<file path="src/prbs_gen.sv">
`timescale 1ns/10ps
`default_nettype none
module prbs_gen #(
  parameter logic [15:0] SEED = 16'hACE1,
  parameter logic [15:0] TAPS = 16'hB400
) (
  input  wire logic        clk,
  input  wire logic        rst,
  input  wire logic        restart,
  input  wire logic        advance,
  output logic [7:0]       octet
);
  typedef struct packed {
    logic [15:0] lfsr;
  } prbs_state_t;

  prbs_state_t s_q;
  prbs_state_t s_d;

  always_comb begin
    logic [15:0] v;
    v = s_q.lfsr;
    s_d = s_q;
    if (restart) begin
      s_d.lfsr = SEED;
    end else if (advance) begin
      for (int i = 0; i < 8; i++) begin
        v = v[0] ? ((v >> 1) ^ TAPS) : (v >> 1);
      end
      s_d.lfsr = v;
    end
  end

  always_ff @(posedge clk or posedge rst) begin
    if (rst) begin
      s_q <= '{lfsr: SEED};
    end else begin
      s_q <= s_d;
    end
  end

  assign octet = s_q.lfsr[7:0];
endmodule
`default_nettype wire

</file>
<file path="config.mk">
export PLATFORM = sky130hd
export DESIGN_NAME = prbs_gen
export DESIGN_NICKNAME = d
export VERILOG_FILES = /design/src/prbs_gen.sv
export SDC_FILE = /design/constraint.sdc
export NUM_CORES = 1
export LEC_CHECK = 0
export ABC_AREA = 1
export BUFFER_PORTS_ARGS = -buffer_cell sky130_fd_sc_hd__buf_2
export CAP_MARGIN = 0
export CORE_MARGIN = 2
export CORE_UTILIZATION = 55
export CTS_BUF_LIST = sky130_fd_sc_hd__clkbuf_16
export CTS_CLUSTER_DIAMETER = 100
export DETAILED_ROUTE_END_ITERATION = 8
export PLACE_DENSITY_LB_ADDON = 0.12
export SLEW_MARGIN = 20
export SYNTH_ARGS = -nofsm -noshare
export SYNTH_HDL_FRONTEND = slang
export SYNTH_SLANG_ARGS = --single-unit
</file>
<file path="constraint.sdc">
create_clock -name clk -period 1.82 [get_ports clk]
set_input_delay 0.091 -clock clk [delete_from_list [all_inputs] [get_ports clk]]
set_output_delay 0.091 -clock clk [all_outputs]
set_load 0.02 [all_outputs]
</file>
==> key figures, run 1 <==
Worst setup path
  – Critical-path cell list: inv_1 > nand2_1 > nand2_1 > inv_1 > nand2_1 > nand2_1 > nand2_1 > nand2_1
  – Crit Path Category: flop to flop
  – Most prevalent standard cell on the critical path: nand2_1
  – Setup crit start kind: flop
  – Data required, critical path: 2.00 ns
  – Biggest cell delay along the critical path: slightly below 0.6 ns
  – Crit. End Element: flop
  – Data arrival time of the critical path: 1.38 ns
  – Maximum fanout count along the critical path: 6
  – CP max-delay cell: dfstp_2

Power
  – Sequential Power Share: 0.414
  – Cell internal pwr: between 0.7 and 0.8 mW
  – Maximum ir drop on the vdd rail: between 0.0006 and 0.0007 V
  – Leakage power: between 0.5 and 0.6 nW
  – Clock network fraction of design power: 0.384
  – Sw power: 0.314 mW
  – Share of power burned in combinational logic: 0.202
  – Net Sw Frac: 0.287
  – Power density normalized to cell area: 1010 nW/um2

STA
  – Final WS setup: 0.621 ns
  – Period Utilization, post-route: 0.659
  – Number of endpoints failing setup at the final stage: 0
  – Number of hold violations in the final report: 0
  – Slew Viols, Final: 0
  – Slew @ Worst Pin: a little under 0.6 ns
  – Min Tclk post-route: 1.20 ns
  – Relative slew slack: 0.602
  – Achievable clock frequency: 834 MHz
  – RSZ-0062 raised after global routing: no
  – Summed negative setup slack over all endpoints: 0 ns
  – Final setup skew: 0.00643 ns

Synth
  – Area fraction of the dominant cell type after synthesis: 0.212
  – Share of the synthesized area in compound gates (AO/OA/AOI/OAI): 0.0582
  – Main combinational cell family by area after synthesis: simple AND/OR/NAND/NOR gates
  – Post-Synthesis Cells: between 100 and 150
  – Share of the yosys chip area belonging to registers: 0.415
  – Biggest area contributors in the synthesized netlist: dfstp_2, nand2_1, dfrtp_1
  – Simple logic cell fraction of the synthesized area: 0.305
  – Warning count from the yosys run: 0
  – Mean instance size in the synthesized netlist: 7.44 um2
  – Mux contribution to synthesized area: 0
  – Cell taking the most area after synthesis: dfstp_2
  – Count of different cell masters after synthesis: 20
  – Syn Nets: 137
  – Fraction of the mapped netlist area in adder cells: 0
  – Count of state elements after synthesis: 16
  – Xor and xnor area share after synthesis: 0.0708
  – Post-synthesis instance area: approximately 1000 um2

GRT
  – First-pass GRT wire length: around 3.0 mm
  – Number of antenna violations at the first check in global routing: 0
  – Maximum number of pins on one net before global-route repair: 17
  – Overall overflow remaining after global route: 0
  – Global routing usage summed across all routing layers: 0.205
  – Vias in the first global route: 692

Die
  – Number of cell rows: 15
  – Die Area: 2150 um2
  – Die height: 46.4 um
  – Core Footprint: between 1500 and 2000 um2
  – Initial Util: 0.579
  – Number of top-level pins: 12
  – Die width: 46.4 um

CTS
  – Clock root buffer: clkbuf_16
  – Sinks on the clock net: 16
  – Number of gates given a new drive strength after cts: 0
  – Number of buffers between clock root and the deepest sink: 2
  – Num CTS Buffers: 3
  – Clock-pin slew of the registers on the worst-case setup and hold paths: 0.05 ns
  – H-tree levels: 1
  – Clock latency of the later-clocked register in the worst-skew pair: between 0.2 and 0.25 ns
  – Clock tree from TritonCTS: yes

Status
  – Result of the run: finished clean

Place
  – GP Congestion: between 0.8 and 0.9
  – Count of input and output buffers: 11
  – Worst setup timing slack at the placement stage: 0.642 ns
  – Cell area after placement: between 900 and 1000 um2
  – DP HPWL: about 1.4 mm

Cells and area
  – Area of all placed cells without fillers: 1080 um2
  – Registers with the highest flip-flop counts: s_q: 16 flops
  – Flip-flop count of the largest register, all copies and words added: 16
  – Final standard cell utilization of the core: 0.632
  – Share of post-route cells with drive strength above 1: 0.204
  – Net total in the final layout: roughly 140
  – Largest Register: s_q
  – Synthesis-to-layout area growth: 8.98%
  – Diode insertion count for antenna repair: 0

Min path
  – Worst min path class: input port to flop

Detailed routing
  – Routed via count divided by cell count: ~4.9
  – Wirelength, routed: 1.94 mm
  – Number of routed nets with antenna violations: 0
  – Total iterations of the first detailed-routing run: 4
  – DRT iter0 DRCs: 25
  – Routed WL per cell: 11.9 um
  – Total via count in the routed design: about 800
  – Remaining design rule violation count: 0

Flow run
  – Max_cap viols: 0
[cells in the mapped netlist]
cell type,count
nand2_1,54
inv_1,16
buf_4,8
dfrtp_1,8
dfstp_2,8
nand3_1,8
xnor2_1,5
a21oi_1,4
nand3_2,3
nor2_1,3
xor2_1,3
a22oi_1,2
clkbuf_2,2
o21ai_0,2
o22ai_1,2
buf_2,1
buf_6,1
inv_2,1
nor2_2,1
nor2_4,1
[layout make-up]
class	instances	area [um2]
clock buffers	3	75.1
well taps	25	31.3
inverters	17	63.8
repair buffers	12	65.1
clock inverters	1	3.75
multi-input cells	88	429
fillers	149	629
flip-flops and latches	16	410
[layer usage]
metal / track usage / up-vias / wire length, um
li1: - / 406 / -
met4: 0.0686 / 0 / 22
met1: 0.287 / 361 / 952
met5: 0 / - / 0
met2: 0.319 / 27 / 873
met3: 0.0353 / 2 / 86
[critical path: cells and delay by family (launching register included)]
kind,cells,cell delay [ns]
flops,1,0.59
buf+inv,2,0.14
simple gates,6,0.40
[cells by family after synthesis]
| logic type | Yosys count |
|---|---|
| flip-flops | 16 |
| AND/OR/NAND/NOR | 70 |
| buffers and inverters | 29 |
| AO/OA/AOI/OAI | 10 |
| XOR/XNOR | 8 |
[per-stage QoR]
step,hold slack [ns],total power [mW],instances
2_1_floorplan,-0.000986,0.639,133
3_3_place_gp,0.180,0.667,157
3_5_place_dp,0.190,0.672,157
4_1_cts,0.121,1.09,162
5_1_grt,0.146,1.15,162
6_report,0.120,1.09,162
[placed cells by master, fill, tap and decap left out, drive strengths merged]
cell,synthesis,final
buf,10,11
nand3,11,11
o21ai,2,2
dfstp,8,8
xnor2,5,5
clkbuf,2,3
dlygate4sd3,0,1
nand2,54,54
o22ai,2,2
xor2,3,3
a21oi,4,4
nor2,5,5
inv,17,18
a22oi,2,2
dfrtp,8,8
[final timing paths]
| path | from | end | slack [ns] | depth (start not counted) |
|---|---|---|---|---|
| worst max-delay path | s_q[0] | s_q[8] | 0.62 | 8 |
| worst min-delay path | advance | s_q[6] | 0.12 | 3 |
| worst max register to register | s_q[0] | s_q[8] | 0.62 | 8 |
| worst min register to register | s_q[11] | s_q[11] | 0.48 | 2 |
| max in group asynchronous | rst | s_q[14] | 0.97 | 3 |
| min in group asynchronous | rst | s_q[9] | 0.46 | 3 |
[power by group through the flow]
stage	clock (mW)	combinational (mW)	sequential [mW]
2_1_floorplan	0	0.203	0.436
3_3_place_gp	0	0.214	0.454
3_5_place_dp	0	0.216	0.456
4_1_cts	0.423	0.220	0.451
5_1_grt	0.442	0.248	0.458
6_report	0.419	0.220	0.452
[timing repair]
action	in CTS	in global routing
hold buffers	1	0
setup buffers	0	0
endpoints found under the hold margin	8	0
(Power assumes the default switching activity.)
==> run 2, diff against run 1 <==
==> constraint.sdc (replaced) <==
create_clock -name clk -period 1.2 [get_ports clk]
set_input_delay 0.06 -clock clk [delete_from_list [all_inputs] [get_ports clk]]
set_output_delay 0.06 -clock clk [all_outputs]
set_load 0.02 [all_outputs]
==> key figures, run 2 (synthesized netlist as in run 1, its figures left out) <==
Min path
  – Worst min path class: input port to flop (unchanged)

Worst setup path
  – Crit Path Category: flop to flop (unchanged)
  – Maximum fanout count along the critical path: 7 (was 6)
  – Setup crit start kind: flop (unchanged)
  – Crit. End Element: flop (unchanged)
  – Data required, critical path: 1.34 ns (was 2.00 ns)
  – Data arrival time of the critical path: 1.26 ns (was 1.38 ns)

CTS
  – H-tree levels: 1 (unchanged)
  – Clock latency of the later-clocked register in the worst-skew pair: 0.25 ns (was 0.24 ns)
  – Sinks on the clock net: 16 (unchanged)
  – Num CTS Buffers: 3 (unchanged)
  – Clock tree from TritonCTS: yes (unchanged)
  – Clock root buffer: clkbuf_16 (unchanged)
  – Number of buffers between clock root and the deepest sink: 2 (unchanged)
  – Clock-pin slew of the registers on the worst-case setup and hold paths: 0.05 ns (about the same)

Detailed routing
  – Number of routed nets with antenna violations: 0 (unchanged)
  – Wirelength, routed: 1.92 mm (was 1.94 mm)
  – Routed WL per cell: 11.7 um (was 11.9 um)
  – Total via count in the routed design: 821 (was 796)
  – Total iterations of the first detailed-routing run: 4 (unchanged)
  – DRT iter0 DRCs: 30 (was 25)
  – Remaining design rule violation count: 0 (unchanged)
  – Routed via count divided by cell count: 5.01 (was 4.91)

STA
  – RSZ-0062 raised after global routing: no (unchanged)
  – Slew Viols, Final: 0 (unchanged)
  – Final setup skew: 0.00416 ns (was 0.00643 ns)
  – Number of hold violations in the final report: 0 (unchanged)
  – Achievable clock frequency: 888 MHz (was 834 MHz)
  – Period Utilization, post-route: 0.938 (was 0.659)
  – Number of endpoints failing setup at the final stage: 0 (unchanged)
  – Slew @ Worst Pin: 0.575 ns (was 0.597 ns)
  – Min Tclk post-route: 1.13 ns (was 1.20 ns)
  – Summed negative setup slack over all endpoints: 0 ns (unchanged)
  – Relative slew slack: 0.616 (was 0.602)

Status
  – Result of the run: finished clean (unchanged)

Die
  – Number of top-level pins: 12 (unchanged)
  – Core Footprint: 1710 um2 (unchanged)
  – Die height: 46.4 um (unchanged)
  – Die width: 46.4 um (unchanged)
  – Number of cell rows: 15 (unchanged)
  – Initial Util: 0.579 (unchanged)
  – Die Area: 2150 um2 (unchanged)

Cells and area
  – Flip-flop count of the largest register, all copies and words added: 16 (unchanged)
  – Commonest non-fill, non-tap cells in the layout: nand2_1, inv_1, buf_2 (unchanged)
  – Final standard cell utilization of the core: 0.640 (was 0.632)
  – Share of post-route cells with drive strength above 1: 0.223 (was 0.204)
  – Reg area: 410 um2 (unchanged)
  – Net total in the final layout: 144 (was 142)
  – Diode insertion count for antenna repair: 0 (unchanged)
  – Registers with the highest flip-flop counts: s_q: 16 flops (unchanged)
  – Largest Register: s_q (unchanged)
  – Synthesis-to-layout area growth: 10.5% (was 8.98%)
  – Most frequent standard cell in the layout excluding fill and tap cells: nand2_1 (unchanged)
  – Count of fill cells added during filler insertion: 139 (was 149)
  – Multi-input gate area in the final layout: 429 um2 (unchanged)

GRT
  – Number of antenna violations at the first check in global routing: 0 (unchanged)
  – First-pass GRT wire length: 3.11 mm (was 3.01 mm)
  – Vias in the first global route: 738 (was 692)
  – Maximum number of pins on one net before global-route repair: 17 (unchanged)
  – Overall overflow remaining after global route: 0 (unchanged)
  – Global routing usage summed across all routing layers: 0.209 (was 0.205)

Place
  – DP HPWL: 1.46 mm (was 1.45 mm)
  – Count of input and output buffers: 11 (unchanged)
  – GP Congestion: 0.815 (was 0.827)

Power
  – Leakage power: 0.585 nW (was 0.582 nW)
  – Maximum ir drop on the vdd rail: 0.000935 V (was 0.000697 V)
  – Power density normalized to cell area: 1530 nW/um2 (was 1010 nW/um2)

Flow run
  – Max_cap viols: 0 (unchanged)
run 2: final timing paths:
path,to,depth (start not counted),start,slack (ns)
max in group asynchronous,s_q[14],3,rst,0.41
worst min-delay path,s_q[6],3,advance,0.11
worst min register to register,s_q[11],2,s_q[11],0.47
worst max register to register,s_q[9],4,s_q[6],0.07
min in group asynchronous,s_q[9],3,rst,0.41
worst max-delay path,s_q[9],4,s_q[6],0.07
run 2: layout make-up:
cell class / instances / share of cell area
Sequential cell: 16 / 0.375
Clock inverter: 1 / 0.00343
Clock buffer: 3 / 0.0686
Timing Repair Buffer: 14 / 0.0732
Inverter: 17 / 0.0584
Multi-Input combinational cell: 88 / 0.392
Tap cell: 25 / 0.0286
run 2: metal layers:
layer	GRT usage	up-vias	routed length, um
li1	-	408	-
met1	0.269	383	924
met2	0.322	25	856
met3	0.0471	5	97
met4	0.114	0	40
met5	0	-	0
run 2: what timing repair did:
action                                 4_1_cts  5_1_grt
endpoints found under the hold margin        8        0
hold buffers                                 1        0
resized for setup                            0        1
buffers inserted                             0        1
setup endpoints to repair                    0        3
run 2: power breakdown:
part           leakage [nW]  switching, mW  internal (mW)
Clock                0.0385          0.205          0.442
Combinational         0.356          0.214          0.129
Sequential            0.191         0.0636          0.617
Total                 0.585          0.483           1.19
run 2: critical path, cell delays in order (launching register included):
cell     delay [ns]
dfstp_2        0.59
xor2_1         0.21
nand2_1        0.09
nand3_1        0.07
nand2_1        0.05
run 2: stage by stage:
stage	instance area, um2	std cells	total power [mW]	setup WS (ns)	hold WS [ns]
6_report	1090	164	1.67	0.0740	0.113
5_1_grt	1090	164	1.77	0.00415	0.135
4_1_cts	1090	163	1.67	0.0326	0.118
3_5_place_dp	997	158	1.02	0.0423	0.156
3_3_place_gp	997	158	1.01	0.0691	0.152
2_1_floorplan	990	133	0.969	0.0512	-0.0320
==> run 3, diff against run 2 <==
--- a/config.mk
+++ b/config.mk
@@ -5,11 +5,10 @@
 export SDC_FILE = /design/constraint.sdc
 export NUM_CORES = 1
 export LEC_CHECK = 0
-export ABC_AREA = 1
 export BUFFER_PORTS_ARGS = -buffer_cell sky130_fd_sc_hd__buf_2
 export CAP_MARGIN = 0
 export CORE_MARGIN = 2
-export CORE_UTILIZATION = 55
+export CORE_UTILIZATION = 54
 export CTS_BUF_LIST = sky130_fd_sc_hd__clkbuf_16
 export CTS_CLUSTER_DIAMETER = 100
 export DETAILED_ROUTE_END_ITERATION = 8
==> key figures, run 3 <==
Cells and area
  – Diode insertion count for antenna repair: 0 (unchanged)
  – Multi-input gate area in the final layout: 415 um2 (was 429 um2)
  – Count of fill cells added during filler insertion: 127 (was 139)
  – Reg area: 410 um2 (unchanged)
  – Number of standard cells in the layout, taps in and fillers out: 106 (was 164)
  – Synthesis-to-layout area growth: 15.8% (was 10.5%)
  – Net total in the final layout: 95 (was 144)
  – Largest Register: s_q (unchanged)
  – Share of post-route cells with drive strength above 1: 0.367 (was 0.223)
  – Area of all placed cells without fillers: 1030 um2 (was 1090 um2)
  – Flip-flop count of the largest register, all copies and words added: 16 (unchanged)
  – Commonest non-fill, non-tap cells in the layout: xnor2_1, buf_2, nor2_1, dfstp_2, dfrtp_1 (was nand2_1, inv_1, buf_2)
  – Registers with the highest flip-flop counts: s_q: 16 flops (unchanged)
  – Most frequent standard cell in the layout excluding fill and tap cells: xnor2_1 (was nand2_1)

STA
  – Summed negative setup slack over all endpoints: 0 ns (unchanged)
  – Slew Viols, Final: 0 (unchanged)
  – Final setup skew: 0.00343 ns (was 0.00416 ns)
  – Min Tclk post-route: 1.15 ns (was 1.13 ns)
  – Number of endpoints failing setup at the final stage: 0 (unchanged)
  – Number of hold violations in the final report: 0 (unchanged)
  – Relative slew slack: 0.601 (was 0.616)
  – RSZ-0062 raised after global routing: no (unchanged)
  – Period Utilization, post-route: 0.958 (was 0.938)
  – Final WS setup: 0.0508 ns (was 0.0740 ns)
  – Hold Slack: 0.184 ns (was 0.113 ns)
  – Achievable clock frequency: 870 MHz (was 888 MHz)
  – Slew @ Worst Pin: 0.598 ns (was 0.575 ns)

GRT
  – Global routing usage summed across all routing layers: 0.183 (was 0.209)
  – Number of antenna violations at the first check in global routing: 0 (unchanged)
  – Most utilized layer in the global route result: met2 (unchanged)
  – Met2 GRT Util: 0.278 (was 0.322)
  – Overall overflow remaining after global route: 0 (unchanged)
  – First-pass GRT wire length: 2.50 mm (was 3.11 mm)
  – Global routing met1 resource utilization: 0.254 (was 0.269)
  – Vias in the first global route: 531 (was 738)
  – GRT met3 Usage: 0.0367 (was 0.0471)
  – Maximum number of pins on one net before global-route repair: 20 (was 17)

Detailed routing
  – Remaining design rule violation count: 0 (unchanged)
  – Wirelength, routed: 1.52 mm (was 1.92 mm)
  – Number of routed nets with antenna violations: 0 (unchanged)
  – Total via count in the routed design: 551 (was 821)
  – Routed via count divided by cell count: 5.20 (was 5.01)
  – Routed WL per cell: 14.3 um (was 11.7 um)
  – DRT iter0 DRCs: 4 (was 30)
  – Total iterations of the first detailed-routing run: 3 (was 4)

Worst setup path
  – Data required, critical path: 1.37 ns (was 1.34 ns)
  – Crit. End Element: flop (unchanged)
  – Crit Path Category: flop to flop (unchanged)
  – Data arrival time of the critical path: 1.32 ns (was 1.26 ns)
  – Maximum fanout count along the critical path: 4 (was 7)
  – Setup crit start kind: flop (unchanged)

CTS
  – H-tree levels: 1 (unchanged)
  – Sinks on the clock net: 16 (unchanged)
  – Num CTS Buffers: 3 (unchanged)
  – Number of buffers between clock root and the deepest sink: 2 (unchanged)
  – Clock root buffer: clkbuf_16 (unchanged)
  – Clock latency of the later-clocked register in the worst-skew pair: 0.24 ns (was 0.25 ns)
  – Clock-pin slew of the registers on the worst-case setup and hold paths: 0.05 ns (about the same)
  – Post-CTS repair timing setup buffer count: 0 (unchanged)
  – Clock tree from TritonCTS: yes (unchanged)

Die
  – Die Area: 1980 um2 (was 2150 um2)
  – Number of top-level pins: 12 (unchanged)
  – Die width: 44.5 um (was 46.4 um)
  – Initial Util: 0.582 (was 0.579)
  – Core Footprint: 1520 um2 (was 1710 um2)
  – Number of cell rows: 14 (was 15)
  – Die height: 44.5 um (was 46.4 um)

Place
  – Number of placed instances with taps included: 101 (was 158)
  – Count of input and output buffers: 11 (unchanged)
  – DP HPWL: 1.01 mm (was 1.46 mm)
  – GP Congestion: 0.731 (was 0.815)
  – Worst setup timing slack at the placement stage: 0.0314 ns (was 0.0423 ns)
  – Cell area after placement: 918 um2 (was 997 um2)

Synth
  – Share of the yosys chip area belonging to registers: 0.463 (was 0.415)
  – Leading cell type by number of instances after synthesis: xnor2_1 (was nand2_1)
  – Warning count from the yosys run: 0 (unchanged)
  – Mean instance size in the synthesized netlist: 11.0 um2 (was 7.44 um2)
  – Count of different cell masters after synthesis: 19 (was 20)
  – Post-Synthesis Cells: 81 (was 133)
  – Cell taking the most area after synthesis: dfstp_2 (unchanged)
  – Flip-flop cell with the highest count after synthesis: dfstp_2 (unchanged)
  – Area fraction of the dominant cell type after synthesis: 0.237 (was 0.212)
  – Syn Nets: 85 (was 137)
  – Count of state elements after synthesis: 16 (unchanged)
  – Proportion of synthesized flip-flops having asynchronous set or reset: 1.00 (unchanged)
  – Biggest area contributors in the synthesized netlist: dfstp_2, dfrtp_1, xnor2_1 (was dfstp_2, nand2_1, dfrtp_1)
  – Post-synthesis instance area: 887 um2 (was 990 um2)
  – Top cell types by occurrence after synthesis: xnor2_1, buf_4, dfrtp_1, dfstp_2, nor2_1 (was nand2_1, inv_1)
  – Number of enable-type register cells in the synthesized netlist: 0 (unchanged)

Status
  – Result of the run: finished clean (unchanged)

Min path
  – Worst min path class: input port to flop (unchanged)

Power
  – Maximum ir drop on the vdd rail: 0.00101 V (was 0.000935 V)
  – Leakage power: 0.466 nW (was 0.585 nW)
  – Power density normalized to cell area: 1720 nW/um2 (was 1530 nW/um2)

Flow run
  – Max_cap viols: 0 (unchanged)
[run 3: cell types whose count changed after synthesis, moves of 5 or more]
cell and change:
mux2i_1 +5, xnor2_1 +10, nand2_1 -51, nand3_1 -8, inv_1 -14, nor2_1 +5
[run 3: area by class of cell]
cell class / instances / area share
Multi-Input combinational cell: 52 / 0.404
Sequential cell: 16 / 0.400
Timing Repair Buffer: 16 / 0.0926
Clock buffer: 3 / 0.0731
Tap cell: 16 / 0.0195
Inverter: 2 / 0.00731
Clock inverter: 1 / 0.00365
[run 3: worst max-delay path, stage by stage, from the launching register on]
cell and delay [ns]:
dfstp_2 0.58, xnor2_2 0.15, xnor2_1 0.10, a211o_1 0.25
[run 3: path summary, 6_finish.rpt]
| check | slack (ns) | start | cells after the start | end |
|---|---|---|---|---|
| max in group asynchronous | 0.38 | rst | 3 | s_q[8] |
| min in group asynchronous | 0.43 | rst | 3 | s_q[9] |
| hold reg to reg | 0.52 | s_q[8] | 2 | s_q[0] |
| setup / recovery | 0.05 | s_q[5] | 3 | s_q[11] |
| hold / removal | 0.18 | restart | 2 | s_q[1] |
| setup reg to reg | 0.05 | s_q[5] | 3 | s_q[11] |
[run 3: repair_timing]
action,in CTS,in global routing
gates resized for setup,0,3
endpoints found under the setup margin,0,4
hold buffers,1,0
hold endpoints to repair,8,0
[run 3: logic make-up after synthesis]
logic type | after synthesis | synth area share
AOI/OAI and AO/OA | 11 | 0.0931
xor gates and xnor gates | 18 | 0.203
buffers and inverters | 13 | 0.0917
DFF | 16 | 0.463
muxes | 5 | 0.0564
and+or+nand+nor | 18 | 0.0931
[run 3: metal layers]
metal	part of all wire	vias to the layer above	wire [um]
met5	0	-	0
met4	0.0053	0	8
met3	0.023	2	35
met2	0.49	7	735
met1	0.49	263	735
li1	-	279	-
[run 3: power breakdown]
part           total [mW]  switching, mW  internal (mW)
combinational       0.429          0.208          0.221
clock               0.633          0.192          0.441
sequential          0.701         0.0714          0.630
total                1.76          0.472           1.29
[run 3: through the flow]
step                       util  power [mW]
after CTS                 0.661        1.76
after global routing      0.674        1.84
after floorplan               -        1.05
after detailed placement  0.603        1.11
after global placement    0.603        1.11
final                     0.674        1.76
